<file path="src/logic/mpr_pkg.sv">
// Operation
// - Routing bits 31-28 always read zero; writes to them are dropped.
// - Terminal 6 field: 0 reserved (default), 1 clock run, 2-15 pick IRQ2-IRQ15.
// - Terminal 5 field selects from its sixteen-entry table; code 0 is general input.
// - Terminal 4 codes 12-15 pick ring output, socket LED, event, power flag.
// - Serial bus mode (latch low) makes terminal 1 data, terminal 4 clock.
// - Terminal 3 field: 0 reserved, 1 serialized IRQ (default), 2-15 IRQ2-IRQ15.
// - Terminal 2 field selects from its sixteen-entry table; code 0 is general input.
// - Terminal 1 field selects from its table; code 2 is INTB.
// - Terminal 0 field selects from its table; code 2 is INTA.
// - Reset value of the routing register is 0000_1000h.
// - A serial EEPROM may load the routing register in place of the reset value.
// - Ring output reaches a terminal only while the ring enable bit is set.
// - Card audio goes to audio terminals when enabled; socket 0 wins over 1.
package mpr_pkg;

  localparam int unsigned MPR_NUM_PINS   = 7;
  localparam int unsigned MPR_FIELD_W    = 4;
  localparam int unsigned MPR_ROUTE_W    = 28;
  localparam int unsigned MPR_RSVD_LSB   = 28;
  localparam logic [7:0]  MPR_ROUTE_ADDR = 8'h8c;
  localparam logic [31:0] MPR_ROUTE_RST  = 32'h00001000;
  localparam int unsigned MPR_FIELD_LSB [MPR_NUM_PINS] = '{0, 4, 8, 12, 16, 20, 24};
  localparam int unsigned MPR_SDA_PIN    = 1;
  localparam int unsigned MPR_SCL_PIN    = 4;
  localparam int unsigned MPR_ALT_IRQ_PIN = 2;
  localparam logic [3:0]  MPR_ALT_IRQ_CODE = 4'hf;
  localparam logic [3:0]  MPR_ALT_IRQ_NUM  = 4'h7;

  typedef enum logic [4:0] {
    F_RSVD   = 5'b00000,
    F_GPI    = 5'b00001,
    F_GPO    = 5'b00010,
    F_IRQ    = 5'b00011,
    F_CLKRUN = 5'b00100,
    F_SERIRQ = 5'b00101,
    F_INTA   = 5'b00110,
    F_INTB   = 5'b00111,
    F_DREQ   = 5'b01000,
    F_DGNT   = 5'b01001,
    F_VSTAT  = 5'b01010,
    F_VSEL0  = 5'b01011,
    F_VSEL1  = 5'b01100,
    F_AUDIO  = 5'b01101,
    F_D3     = 5'b01110,
    F_LED1   = 5'b01111,
    F_LED2   = 5'b10000,
    F_LEDSKT = 5'b10001,
    F_GPE    = 5'b10010,
    F_RIOUT  = 5'b10011
  } mpr_func_e;

  // Index is the field code; IRQ entries take their number from the code, except terminal 2 code 15 (IRQ7)
  localparam mpr_func_e MPR_MAP [MPR_NUM_PINS][16] = '{
    '{F_GPI, F_GPO, F_INTA, F_IRQ, F_IRQ, F_IRQ, F_VSTAT, F_VSEL0,
      F_AUDIO, F_IRQ, F_IRQ, F_IRQ, F_LED1, F_LED2, F_GPE, F_IRQ},
    '{F_GPI, F_GPO, F_INTB, F_IRQ, F_IRQ, F_IRQ, F_VSTAT, F_VSEL0,
      F_AUDIO, F_IRQ, F_IRQ, F_IRQ, F_LED1, F_LED2, F_GPE, F_IRQ},
    '{F_GPI, F_GPO, F_DREQ, F_IRQ, F_IRQ, F_IRQ, F_VSTAT, F_VSEL0,
      F_AUDIO, F_IRQ, F_IRQ, F_D3, F_RIOUT, F_LED2, F_GPE, F_IRQ},
    '{F_RSVD, F_SERIRQ, F_IRQ, F_IRQ, F_IRQ, F_IRQ, F_IRQ, F_IRQ,
      F_IRQ, F_IRQ, F_IRQ, F_IRQ, F_IRQ, F_IRQ, F_IRQ, F_IRQ},
    '{F_GPI, F_RSVD, F_RSVD, F_RSVD, F_RSVD, F_RSVD, F_RSVD, F_RSVD,
      F_RSVD, F_RSVD, F_RSVD, F_RSVD, F_RIOUT, F_LEDSKT, F_GPE, F_D3},
    '{F_GPI, F_GPO, F_DGNT, F_IRQ, F_IRQ, F_IRQ, F_VSTAT, F_VSEL1,
      F_AUDIO, F_D3, F_IRQ, F_IRQ, F_LED1, F_LEDSKT, F_GPE, F_IRQ},
    '{F_RSVD, F_CLKRUN, F_IRQ, F_IRQ, F_IRQ, F_IRQ, F_IRQ, F_IRQ,
      F_IRQ, F_IRQ, F_IRQ, F_IRQ, F_IRQ, F_IRQ, F_IRQ, F_IRQ}
  };

endpackage

</file>
<file path="src/logic/mpr_field_decode.sv">
`timescale 1ns/100ps
module mpr_field_decode
  import mpr_pkg::*;
#(
  parameter int unsigned PIN = 0
) (
  input  wire logic      [3:0] code,
  output      mpr_func_e       func,
  output      logic      [3:0] irqNum
);

  always_comb begin
    func   = MPR_MAP[PIN][code];
    irqNum = code;
    if (PIN == MPR_ALT_IRQ_PIN && code == MPR_ALT_IRQ_CODE) begin
      irqNum = MPR_ALT_IRQ_NUM;
    end
  end

endmodule

</file>
<file path="src/logic/mpr_router.sv">
`timescale 1ns/100ps
module mpr_router
  import mpr_pkg::*;
(
  input  wire logic        mclk,
  input  wire logic        reset,
  input  wire logic [7:0]  cfgAddr,
  input  wire logic        cfgWrite,
  input  wire logic        cfgRead,
  input  wire logic [3:0]  cfgByteEn,
  input  wire logic [31:0] cfgWrData,
  output      logic [31:0] cfgRdData,
  input  wire logic        eepromLoadValid,
  input  wire logic [31:0] eepromLoadData,
  input  wire logic        serialBusModeN,
  input  wire logic        sdaDriveLow,
  input  wire logic        sclDriveLow,
  input  wire logic [15:0] irqRequest,
  input  wire logic        clkRunDriveLow,
  input  wire logic        serIrqOut,
  input  wire logic        serIrqOe,
  input  wire logic        intaAssert,
  input  wire logic        intbAssert,
  input  wire logic        dmaRequest,
  input  wire logic        videoPortStatus,
  input  wire logic        videoPortSelect0,
  input  wire logic        videoPortSelect1,
  input  wire logic [1:0]  cardAudioSignal,
  input  wire logic [1:0]  audioToPinEnable,
  input  wire logic        lowPowerStateFlag,
  input  wire logic        activityLed1,
  input  wire logic        activityLed2,
  input  wire logic        socketActivityLed,
  input  wire logic        generalEventOut,
  input  wire logic        ringIndicateOutput,
  input  wire logic        ringOutputEnable,
  input  wire logic [6:0]  generalOutput,
  input  wire logic [6:0]  sharedPinIn,
  output      logic [6:0]  sharedPinOut,
  output      logic [6:0]  sharedPinOe,
  output      logic [6:0]  generalInput,
  output      logic        dmaGrant,
  output      logic        clkRunIn,
  output      logic        serIrqIn,
  output      logic        sdaIn,
  output      logic        serialModeActive,
  output      logic [31:0] routeValue
);

  typedef struct packed {
    logic [MPR_ROUTE_W-1:0] route;
    logic [31:0]            rdData;
    logic [6:0]             pinOut;
    logic [6:0]             pinOe;
    logic [6:0]             gpIn;
    logic                   dmaGrant;
    logic                   clkRunIn;
    logic                   serIrqIn;
    logic                   sdaIn;
    logic                   serialMode;
  } mpr_state_s;

  localparam mpr_state_s MPR_STATE_RST = '{
    route:      MPR_ROUTE_RST[MPR_ROUTE_W-1:0],
    rdData:     '0,
    pinOut:     '0,
    pinOe:      '0,
    gpIn:       '0,
    dmaGrant:   1'b0,
    clkRunIn:   1'b0,
    serIrqIn:   1'b0,
    sdaIn:      1'b0,
    serialMode: 1'b0
  };

  mpr_state_s state_q;
  mpr_state_s state_d;

  logic [6:0] drvOut;
  logic [6:0] drvOe;
  logic [6:0] hitGpi;
  logic [6:0] hitGnt;
  logic [6:0] hitClk;
  logic [6:0] hitSer;
  logic [6:0] hitSda;
  logic       audioLevel;
  logic       routeHit;
  logic [31:0] routeWord;

  // Socket 0 takes the audio terminal when both sockets ask for it
  always_comb begin
    if (audioToPinEnable[0]) begin
      audioLevel = cardAudioSignal[0];
    end else if (audioToPinEnable[1]) begin
      audioLevel = cardAudioSignal[1];
    end else begin
      audioLevel = 1'b0;
    end
  end

  genvar gi;
  generate
    for (gi = 0; gi < MPR_NUM_PINS; gi++) begin : g_pin
      mpr_func_e  func;
      logic [3:0] irqNum;

      mpr_field_decode #(
        .PIN (gi)
      ) u_decode (
        .code   (state_q.route[MPR_FIELD_LSB[gi] +: MPR_FIELD_W]),
        .func   (func),
        .irqNum (irqNum)
      );

      always_comb begin
        drvOut[gi] = 1'b0;
        drvOe[gi]  = 1'b0;
        hitGpi[gi] = 1'b0;
        hitGnt[gi] = 1'b0;
        hitClk[gi] = 1'b0;
        hitSer[gi] = 1'b0;
        hitSda[gi] = 1'b0;
        // Serial bus strap overrides the routing field for the two bus terminals
        if (state_q.serialMode && gi == MPR_SDA_PIN) begin
          drvOe[gi]  = sdaDriveLow;
          hitSda[gi] = 1'b1;
        end else if (state_q.serialMode && gi == MPR_SCL_PIN) begin
          drvOe[gi]  = sclDriveLow;
        end else begin
          case (func)
            F_GPI: begin
              hitGpi[gi] = 1'b1;
            end
            F_GPO: begin
              drvOut[gi] = generalOutput[gi];
              drvOe[gi]  = 1'b1;
            end
            F_IRQ: begin
              drvOut[gi] = irqRequest[irqNum];
              drvOe[gi]  = 1'b1;
            end
            F_CLKRUN: begin
              drvOe[gi]  = clkRunDriveLow;
              hitClk[gi] = 1'b1;
            end
            F_SERIRQ: begin
              drvOut[gi] = serIrqOut;
              drvOe[gi]  = serIrqOe;
              hitSer[gi] = 1'b1;
            end
            F_INTA: begin
              drvOe[gi]  = intaAssert;
            end
            F_INTB: begin
              drvOe[gi]  = intbAssert;
            end
            F_DREQ: begin
              drvOut[gi] = dmaRequest;
              drvOe[gi]  = 1'b1;
            end
            F_DGNT: begin
              hitGnt[gi] = 1'b1;
            end
            F_VSTAT: begin
              drvOut[gi] = videoPortStatus;
              drvOe[gi]  = 1'b1;
            end
            F_VSEL0: begin
              drvOut[gi] = videoPortSelect0;
              drvOe[gi]  = 1'b1;
            end
            F_VSEL1: begin
              drvOut[gi] = videoPortSelect1;
              drvOe[gi]  = 1'b1;
            end
            F_AUDIO: begin
              drvOut[gi] = audioLevel;
              drvOe[gi]  = 1'b1;
            end
            F_D3: begin
              drvOut[gi] = lowPowerStateFlag;
              drvOe[gi]  = 1'b1;
            end
            F_LED1: begin
              drvOut[gi] = activityLed1;
              drvOe[gi]  = 1'b1;
            end
            F_LED2: begin
              drvOut[gi] = activityLed2;
              drvOe[gi]  = 1'b1;
            end
            F_LEDSKT: begin
              drvOut[gi] = socketActivityLed;
              drvOe[gi]  = 1'b1;
            end
            F_GPE: begin
              drvOut[gi] = generalEventOut;
              drvOe[gi]  = 1'b1;
            end
            F_RIOUT: begin
              // Floats while disabled so the board pull keeps the line idle
              drvOut[gi] = ringIndicateOutput;
              drvOe[gi]  = ringOutputEnable;
            end
            default: begin
              drvOe[gi]  = 1'b0;
            end
          endcase
        end
      end
    end
  endgenerate

  assign routeWord = {{(32 - MPR_ROUTE_W){1'b0}}, state_q.route};
  assign routeHit  = (cfgAddr[7:2] == MPR_ROUTE_ADDR[7:2]);

  always_comb begin
    logic [31:0] wordNext;
    wordNext = routeWord;
    state_d  = state_q;
    // EEPROM load first, so a host write in the same cycle still lands on top
    if (eepromLoadValid) begin
      wordNext = eepromLoadData;
    end
    if (cfgWrite && routeHit) begin
      for (int b = 0; b < 4; b++) begin
        if (cfgByteEn[b]) begin
          wordNext[8*b +: 8] = cfgWrData[8*b +: 8];
        end
      end
    end
    state_d.route = wordNext[MPR_ROUTE_W-1:0];
    if (cfgRead) begin
      state_d.rdData = routeHit ? routeWord : 32'h00000000;
    end
    state_d.serialMode = ~serialBusModeN;
    state_d.pinOut     = drvOut;
    state_d.pinOe      = drvOe;
    state_d.gpIn       = hitGpi & sharedPinIn;
    state_d.dmaGrant   = |(hitGnt & sharedPinIn);
    state_d.clkRunIn   = |(hitClk & sharedPinIn);
    state_d.serIrqIn   = |(hitSer & sharedPinIn);
    state_d.sdaIn      = |(hitSda & sharedPinIn);
  end

  always_ff @(posedge mclk) begin
    if (reset) begin
      state_q <= MPR_STATE_RST;
    end else begin
      state_q <= state_d;
    end
  end

  assign cfgRdData        = state_q.rdData;
  assign sharedPinOut     = state_q.pinOut;
  assign sharedPinOe      = state_q.pinOe;
  assign generalInput     = state_q.gpIn;
  assign dmaGrant         = state_q.dmaGrant;
  assign clkRunIn         = state_q.clkRunIn;
  assign serIrqIn         = state_q.serIrqIn;
  assign sdaIn            = state_q.sdaIn;
  assign serialModeActive = state_q.serialMode;
  assign routeValue       = routeWord;

endmodule

</file>
<file path="config.mk">
export PLATFORM = sky130hd
export DESIGN_NAME = mpr_router
export DESIGN_NICKNAME = d
export VERILOG_FILES = /design/src/logic/mpr_pkg.sv /design/src/logic/mpr_field_decode.sv /design/src/logic/mpr_router.sv
export SDC_FILE = /design/constraint.sdc
export NUM_CORES = 1
export LEC_CHECK = 0
export BUFFER_PORTS_ARGS = -buffer_cell sky130_fd_sc_hd__buf_2
export CORE_MARGIN = 2
export CORE_UTILIZATION = 40
export DETAILED_ROUTE_END_ITERATION = 10
export MAX_ROUTING_LAYER = met4
export PLACE_DENSITY = 0.65
export SETUP_SLACK_MARGIN = 0.05
export SYNTH_ARGS = -nofsm -noshare
export SYNTH_HDL_FRONTEND = slang
export SYNTH_SLANG_ARGS = --single-unit
</file>
<file path="constraint.sdc">
create_clock -name mclk -period 5.52 [get_ports mclk]
set_clock_uncertainty 0.1 [all_clocks]
set_input_delay 1.104 -clock mclk [delete_from_list [all_inputs] [get_ports mclk]]
set_output_delay 1.104 -clock mclk [all_outputs]
set_load 0.05 [all_outputs]
</file>
After elaboration in Yosys (flattened, before gate mapping)
Memories as Yosys holds them, arrays and structs flattened.
Index checks and enable logic that the tools add are counted.
- flip-flop bits (word level): 86
- bits in read-only memories: 560
- bits of input ports: 134
- output and inout port bits: 90
- word-level logic and storage cells: 284
- memories kept: 7
- $lt $le $gt $ge: 14
- equality and inequality tests: 135
- multiplexer cells: 91
- bitwise gates (word level): 13
- reduce and logical (&&, ||, !) cells: 13
- memories (memory ; words ; width ; read ports ; clocked after memory_dff ; write ports ; line ; RTL):
    (name not given) ; 16 ; 5 ; 1 ; 0 ; 0 ; mpr_field_decode.sv:13 ; func = MPR_MAP[PIN][code];
    (name not given) ; 16 ; 5 ; 1 ; 0 ; 0 ; mpr_field_decode.sv:13 ;
    (name not given) ; 16 ; 5 ; 1 ; 0 ; 0 ; mpr_field_decode.sv:13 ;
    (name not given) ; 16 ; 5 ; 1 ; 0 ; 0 ; mpr_field_decode.sv:13 ;
    (name not given) ; 16 ; 5 ; 1 ; 0 ; 0 ; mpr_field_decode.sv:13 ;
    (name not given) ; 16 ; 5 ; 1 ; 0 ; 0 ; mpr_field_decode.sv:13 ;
    1 more memories ; n/a ; n/a ; n/a ; n/a ; n/a ; n/a ;
- operators by type and width (kind ; count):
    $eq A5 B4 Y1 const B ; 56
    $eq A5 B3 Y1 const B ; 28
    $eq A5 B5 Y1 const B ; 28
    $pmux W1 S14 ; 7
    $mux W28 ; 3
    $reduce_or A12 Y1 ; 7
    $eq A5 B2 Y1 const B ; 14
    $mux W5 ; 14
    $mux W1 ; 48
    $pmux W1 S6 ; 7
    $eq A5 B1 Y1 const B ; 7
    $ge A5 B5 Y1 const B ; 7
    $lt A4 B5 Y1 const B ; 7
    $not A4 Y5 ; 7
    $and A7 B7 Y7 ; 4
    $bmux W1 S4 ; 7
    $reduce_or A7 Y1 ; 4
    $mux W8 ; 3
    $mux W4 ; 2
    $and A2 B7 Y7 ; 1
    $eq A6 B6 Y1 const B ; 1
    $eq A4 B4 Y1 const B ; 1
    $reduce_or A2 Y1 ; 1
    $logic_and A1 B1 Y1 ; 1
    $not A1 Y1 ; 1

Depth between registers and ports, before layout
Gate-level depths: netlist (run 1).
- word-level depth: 9
- gate-level depth with buffers: 10
- mapped depth without buffers: 8

Hierarchy
Synthesis (run 1) repeated with hierarchy kept, for this count alone.
- cells, all modules: 829
- area, all modules: 7020.5 µm²
- modules (own cells, without submodules) (module ; instances ; cells each ; area each (µm²) ; seq. area each (µm²)):
    mpr_router ; 1 ; 698 ; 6022.0 ; 1641.6
    mpr_field_decode (g_pin[2].u_decode) ; 1 ; 29 ; 234.0 ; 0.0
    mpr_field_decode (g_pin[5].u_decode) ; 1 ; 29 ; 231.5 ; 0.0
    mpr_field_decode (g_pin[1].u_decode) ; 1 ; 20 ; 163.9 ; 0.0
    mpr_field_decode (g_pin[0].u_decode) ; 1 ; 20 ; 151.4 ; 0.0
    mpr_field_decode (g_pin[4].u_decode) ; 1 ; 13 ; 73.8 ; 0.0
    mpr_field_decode (g_pin[3].u_decode) ; 1 ; 10 ; 72.6 ; 0.0
    mpr_field_decode (g_pin[6].u_decode) ; 1 ; 10 ; 71.3 ; 0.0

Worst setup path before layout (run 1)
OpenSTA, ideal clock, no wires.
- path kind: reg2reg
- start: register state_q, in the netlist routeValue[8]
- end: register state_q, in the netlist sharedPinOut[2]
- setup time: 0.088 ns
- arrival: 2.596 ns
- data required time: 5.332 ns
- slack: 2.736 ns
- cell stages (with the launch flop): 10
- buffers on the path: 1
- period minus slack after synthesis: 2.784 ns
- path through: dfxtp_1 buf_2 inv_1 ha_1 mux2i_1 mux2i_4 nor3b_2 a311oi_1 or3_1 a311oi_2
- word-level cells in the longest chain between the ends: 6
- elaborated cells between the ends (all ways): 23
- classes of those cells: eq/ne: 15; mux: 6; bitwise: 1; memory: 1
- ends and longest elaborated chain (element ; line ; RTL):
    start, declared ; mpr_router.sv:76 ; mpr_state_s state_q;
    start signal, assigned ; mpr_router.sv:250 ; state_q <= state_d;
    $not A4 Y5 (implied by the code) ; mpr_field_decode.sv:13 ;
    $mem_v2 Z16 W5 ; n/a ;
    $mux W5 (implied by the code) (2 in a row) ; mpr_field_decode.sv:13 ;
    $eq A5 B5 Y1, or another cell as far along ; mpr_router.sv:130 ; case (func)
    $pmux W1 S14 * ; mpr_router.sv:130 ;
Mark *: on every way between the ends. The rest lies on a longest branch, timed or not. The select of a mux whose other input is x is not followed.
A chain may end at the register's enable or synchronous reset.

Worst setup path after layout (run 1)
- start: register state_q, in the netlist routeValue[5]
- end: register state_q, in the netlist sharedPinOut[1]
The elaborated chain is that of the path after synthesis.

==> summary.md, run 1 <==
| Metric | Value |
|---|---|
| Initial Util | 0.413 |
| Die Wd | 121 um |
| Vias in the first global route | 5,221 |
| Unrepaired setup endpoints after global routing | no |
| Depth of the CTS H-tree | 3 |
| CP Class | reg -> reg |
| Seq/Total Area, Yosys | 0.294 |
| Total CTS buffers | 9 |
| Worst Setup Slack, final | 2390 ps |
| Achievable Freq | roughly 320 MHz |
| R2R depth | 7 |
| Vias per inst | 5.73 |
| Largest net degree at the start of global routing | 57 |
| Rows | 42 |
| Post-DP HPWL | approximately 13 mm |
| Leakage power | about 0.0029 uW |
| Post-synth EDFFs | 0 |
| Buffer depth of the longest clock path | 2 |
| Hold depth | 2 |
| Core footprint | 13,300 um^2 |
| PortBufs | 201 |
| CTS tree | built |
| Family with the most delay on the worst path | simple AND/OR/NAND/NOR gates |
| CP Max Fanout | 12 |
| Max-cap violation count | 0 |
| GRT Residual Overflow | 0 |
| WP buf/inv | 1 |
| Max_slew headroom | 0.308 |
| Root Driver | clkbuf_16 |
| Peak VDD IR | between 0.15 and 0.2 mV |
| Synth warn | 0 |
| Slew of the pin with the lowest slew margin | roughly 1000 ps |
| Pre-CTS setup slack | ~2400 ps |
| Flops & latches, synth | ~80 |
| Synthesized area | around 5500 um^2 |
| Layout cells sized above 1 | 0.320 |
| Cell count after synthesis | 632 |
| Min cycle time layout | ~3100 ps |
| Area delta synth->final | 22.6% |
| I/O pins | 224 |
| Outcome | completed |
| Most frequent cell after synthesis | dfxtp_1 |
| Final setup fails | 0 |
| Avg Inst Size Synth | 8.72 um^2 |
| Number of gates resized after cts | 0 |
| Ranking of synthesized cells by area | dfxtp_1 (29%), mux4_2 (9.4%), mux2i_1 (8.2%), nand3_1 (4.6%), a211oi_1 (4.6%) |
| Crit start category | flop |
| WHS Endpoint | cfgRdData[22] |
| Worst path max stage delay | around 800 ps |
| Netlist cell types | about 70 |
| Worst Path Arrival | around 3300 ps |
| Die Ht | around 120 um |
| Worst Min Path Start | cfgRdData[22] |
| Max-slew violation count | 0 |
| Via count | between 5k and 6k |
| Gpl congestion | approximately 0.93 |
| Die area | around 15,000 um^2 |
| Clock-pin slew on the worst setup and hold paths | about 60 ps |
| Hold Path Class | reg -> reg |
| Total power | roughly 1700 uW |
| PD cells | 252 nW/um^2 |
| Final Hold Vio Count | 0 |
| ANT cells | 0 |
| Period utilisation layout | 0.567 |
| Cell taking the most area after synthesis | dfxtp_1 |
| Drt drc | 0 |
| CP required | between 5000 and 6000 ps |
| Total wire length | ~18 mm |
| Initial DRC count | 680 |
| Clk sinks | just over 80 |
| Synth top cells by count | dfxtp_1 (81), nand3_1 (51), nor2_1 (50) |
| Routed Antenna Nets | 0 |
| Setup repair bufs after CTS | 0 |
| Worst skew pair latency | roughly 360 ps |
| Hold_buf cts | 0 |
| FF-to-FF Start | routeValue[5] |
| Global-route wire length before repair | approximately 28 mm |
| First-pass iteration count of the detailed router | 5 |
| R2r setup slk | approximately 2400 ps |
| GRT Overall Usage | 0.248 |
| Ys flop type | dfxtp_1 |
| Setup crit end kind | flop |
| Initial antenna violation count | 0 |
| Nets | 945 |
| CP cell instances | inv_1, ha_1, nand3_1, o21ai_1, nor4b_1, a222oi_1, a311oi_1 |
| Reg-to-Reg End | sharedPinOut[1] |
| Post-synth top area share | 0.294 |
| DR WL/cell | around 19 um |
| Asr flop ratio synth | 0 |
| Setup TNS Final | 0 ps |
| Slowest CP cell | nor4b_1 |
==> cell families after synthesis <==
logic type | synth area share
AOI/OAI and AO/OA | 0.173
adders and majority gates | 0.0431
buffers and inverters | 0.0690
DFF | 0.294
and+or+nand+nor | 0.220
other | 0.000680
muxes | 0.200
==> area by class of cell <==
cell class              count  area (um^2)
well taps                 176          220
clock inverters             7         71.3
repair buffers            203         1020
flip-flops and latches     81         1620
multi-input cells         483         3540
clock buffers               9          225
fillers                  1307         6590
inverters                  14         55.1
==> worst register-to-register path: stages (launching register included) <==
cell	delay, ps
dfxtp_1	650
inv_1	210
ha_1	340
nand3_1	150
o21ai_1	140
nor4b_1	800
a222oi_1	200
a311oi_1	400
==> state kept, by name, indices dropped and copies added (netlist names) <==
register and cells:
routeValue 28, sharedPinOut 7, sdaIn 1, serialModeActive 1
serIrqIn 1, sharedPinOe 7, dmaGrant 1, clkRunIn 1
generalInput 6, cfgRdData 28
==> cells in the final DEF (no fill, tap or decap), types with 7 or more instances in the layout <==
cell | synthesis | routed
a211oi_1 | 34 | 34
nand2b_1 | 40 | 40
mux4_2 | 23 | 23
inv_1 | 12 | 12
o21ai_0 | 14 | 14
conb_1 | 1 | 10
nor3_1 | 10 | 10
nand3_1 | 51 | 51
dfxtp_1 | 81 | 81
a21oi_1 | 46 | 46
buf_2 | 17 | 201
ha_1 | 19 | 19
nand2_1 | 42 | 42
clkbuf_16 | 0 | 9
a31oi_1 | 7 | 7
nor2_1 | 50 | 50
mux2i_1 | 45 | 45
==> per-stage QoR <==
step	area, um^2	util	hold WS, ps	std cells
finish	6760	0.506	368	973
global placement	6460	0.484	352	957
global route	6760	0.506	387	973
CTS	6760	0.506	367	973
floorplan	5550	-	590	641
detailed placement	6460	0.484	357	957
==> report_power, final <==
part,leakage [uW],total (uW),internal [uW],switching (uW)
Sequential,0.000662,665,611,53.6
Clock,0.000149,598,350,248
Combinational,0.00211,442,168,274
Total,0.00292,1700,1130,576
==> metal layers <==
metal	GRT usage	routed length, um	vias to the layer above
li1	-	-	2627
met1	0.327	7700	2623
met2	0.382	8280	289
met3	0.0625	1640	34
met4	0.0647	399	0
met5	-	0	-
==> worst max-delay path by stage <==
| stage | startpoint | endpoint | slack, ps | depth (start not counted) |
|---|---|---|---|---|
| floorplan | routeValue[8] | sharedPinOut[2] | 2740 | 9 |
| global placement | cfgAddr[5] | routeValue[21] | 2490 | 7 |
| detailed placement | cfgAddr[5] | routeValue[17] | 2440 | 6 |
| CTS | routeValue[4] | sharedPinOut[1] | 2480 | 7 |
| global route | routeValue[5] | sharedPinOut[1] | 2310 | 7 |
| finish | routeValue[5] | sharedPinOut[1] | 2390 | 7 |
Power figures use the tool's default switching activity.
==> inputs of run 2 (changes only) <==
--- a/config.mk
+++ b/config.mk
@@ -10,7 +10,7 @@
 export CORE_UTILIZATION = 40
 export DETAILED_ROUTE_END_ITERATION = 10
 export MAX_ROUTING_LAYER = met4
-export PLACE_DENSITY = 0.65
+export PLACE_DENSITY = 0.68
 export SETUP_SLACK_MARGIN = 0.05
 export SYNTH_ARGS = -nofsm -noshare
 export SYNTH_HDL_FRONTEND = slang
==> constraint.sdc (replaced) <==
create_clock -name mclk -period 2.6 [get_ports mclk]
set_clock_uncertainty 0.1 [all_clocks]
set_input_delay 0.52 -clock mclk [delete_from_list [all_inputs] [get_ports mclk]]
set_output_delay 0.52 -clock mclk [all_outputs]
set_load 0.05 [all_outputs]
==> summary.md, run 2 (synthesis results as in run 1) <==
| Metric | Value |
|---|---|
| Drt drc | 0 (unchanged) |
| Leading cell type in the layout, fill and taps excluded | buf_2 |
| GR Util met1 | 0.326 (-0.00174) |
| FILL cells | 1,300 (-0.54%) |
| CP Launch Point | routeValue[9] |
| CP required | 2760 ps (-2900 ps) |
| Worst Min Path Start | serialBusModeN |
| Core footprint | 13,300 um^2 (unchanged) |
| Routed Antenna Nets | 0 (unchanged) |
| Largest net degree at the start of global routing | 57 (unchanged) |
| Met3 GRT Util | 0.0677 (+0.00517) |
| Worst Path Arrival | 2560 ps (-710 ps) |
| Family with the most delay on the worst path | simple AND/OR/NAND/NOR gates |
| Die Ht | 121 um (unchanged) |
| FF+latch area | 1630 um^2 (+0.54%) |
| Worst hold margin | 227 ps (-142 ps) |
| Via count | 5,730 (+2.8%) |
| Global-route wire length before repair | 27.9 mm (+1.1%) |
| Area delta synth->final | 27.5% |
| Total CTS buffers | 9 (unchanged) |
| Hold Path Class | in -> reg |
| Clk sinks | 81 (unchanged) |
| Hold_buf cts | 0 (unchanged) |
| First-pass iteration count of the detailed router | 4 (-1) |
| Worst path max stage delay | 420 ps (-380 ps) |
| Final setup fails | 0 (unchanged) |
| I/O pins | 224 (unchanged) |
| Area of the multi-input gates | 3560 um^2 (+0.35%) |
| GRT Max-Usage Layer | met2 |
| R2r setup slk | 200 ps (-2190 ps) |
| Worst skew pair latency | 350 ps (about the same) |
| Achievable Freq | 416 MHz (+30%) |
| FF-to-FF Start | routeValue[9] |
| Setup crit end kind | flop |
| Die area | 14,700 um^2 (unchanged) |
| Outcome | completed |
| Unrepaired setup endpoints after global routing | no |
| GRT Residual Overflow | 0 (unchanged) |
| DR WL/cell | 18.2 um (-1.9%) |
| Initial antenna violation count | 0 (unchanged) |
| Crit start category | flop |
| Placed Cells | 990 (+3.4%) |
| Most frequent cells in the layout | buf_2 (201), dfxtp_1 (74), nand3_1 (51) |
| Placed Area | 6720 um^2 (+4.0%) |
| WP depth | 8 (+1) |
| PortBufs | 201 (unchanged) |
| Total wire length | 18.3 mm (+1.3%) |
| Layout cells sized above 1 | 0.355 (+0.0347) |
| CP Class | reg -> reg |
| Initial Util | 0.413 (unchanged) |
| Vias per inst | 5.70 (-0.46%) |
| Setup TNS Final | 0 ps (unchanged) |
| Cell area after layout | 7030 um^2 (+4.0%) |
| Root Driver | clkbuf_16 |
| Nets | 978 (+3.5%) |
| Final Hold Vio Count | 0 (unchanged) |
| Critical Path End | sharedPinOut[2] |
| CP Max Fanout | 10 (-2) |
| Period utilisation layout | 0.924 (+0.357) |
| WP buf/inv | 1 (unchanged) |
| ANT cells | 0 (unchanged) |
| Max-cap violation count | 0 (unchanged) |
| Rows | 42 (unchanged) |
| Leakage power | 0.00308 uW (+5.4%) |
| GRT Overall Usage | 0.253 (+0.00509) |
| Post-Layout Cell Count | 1,005 (+3.3%) |
| Buffer depth of the longest clock path | 2 (unchanged) |
| Post-DP HPWL | 13.9 mm (+2.8%) |
| Gpl congestion | 0.919 (-0.84%) |
| Initial DRC count | 496 (-27%) |
| M2 GR Usage | 0.400 (+0.0183) |
| Max-slew violation count | 0 (unchanged) |
| Max_slew headroom | 0.495 (+0.186) |
| PD cells | 523 nW/um^2 (+110%) |
| CP cell instances | inv_1, ha_1, mux2i_2, mux2i_4, nor3b_2, a311oi_1, or3_1, a311oi_2 |
| Die Wd | 121 um (unchanged) |
| CTS tree | built |
| Clock-pin slew on the worst setup and hold paths | 60 ps (about the same) |
| Depth of the CTS H-tree | 3 (unchanged) |
| Vias in the first global route | 5,148 (-1.4%) |
| Slew of the pin with the lowest slew margin | 758 ps (-266 ps) |
| Setup repair bufs after CTS | 0 (unchanged) |
| Reg-to-Reg End | sharedPinOut[2] |
| Min cycle time layout | 2400 ps (-727 ps) |
| Slowest CP cell | or3_1 |
| R2R depth | 8 (+1) |
| Peak VDD IR | 0.351 mV (+110%) |
run 2: per-stage QoR:
stage	total power (uW)	worst slack [ps]	util
floorplan	2100	12.8	-
global placement	2400	251	0.503
detailed placement	2400	185	0.503
CTS	3690	167	0.525
global route	3830	75.1	0.526
finish	3670	199	0.526
run 2: power breakdown:
| part | switching (uW) | leakage, uW | internal (uW) |
|---|---|---|---|
| sequential | 72.6 | 0.000665 | 1300 |
| combinational | 631 | 0.00228 | 391 |
| clock | 513 | 0.000138 | 766 |
| total | 1220 | 0.00308 | 2460 |
run 2: worst min-delay path by stage:
stage | end | slack [ps] | cells after the start
after detailed placement | cfgRdData[11] | 360 | 2
after CTS | serialModeActive | 210 | 2
after floorplan | serialModeActive | 490 | 1
after global placement | cfgRdData[16] | 350 | 2
after global routing | serialModeActive | 230 | 2
final | serialModeActive | 230 | 2
run 2: layout make-up:
type | instances | area share
Inverter | 14 | 0.00783
Tap cell | 176 | 0.0313
Multi-Input combinational cell | 483 | 0.506
Sequential cell | 81 | 0.232
Clock buffer | 11 | 0.0345
Clock inverter | 4 | 0.00766
Timing Repair Buffer | 236 | 0.181
run 2: worst register-to-register path, stage by stage (launching register included):
cell and delay (ps):
dfxtp_2 410, inv_1 100, ha_1 400, mux2i_2 250, mux2i_4 170, nor3b_2 210, a311oi_1 70, or3_1 420
a311oi_2 190
run 2: what timing repair did:
item | CTS | global route
hold endpoints to repair | 0 | 0
resized for setup | 0 | 2
endpoints found under the setup margin | 0 | 1
run 2: routing by layer:
metal / vias to the layer above / share of wire / routed length [um]
met3: 23 / 0.090 / 1640
li1: 2702 / - / -
met5: - / 0 / 0
met1: 2730 / 0.44 / 7990
met4: 0 / 0.015 / 266
met2: 275 / 0.46 / 8360
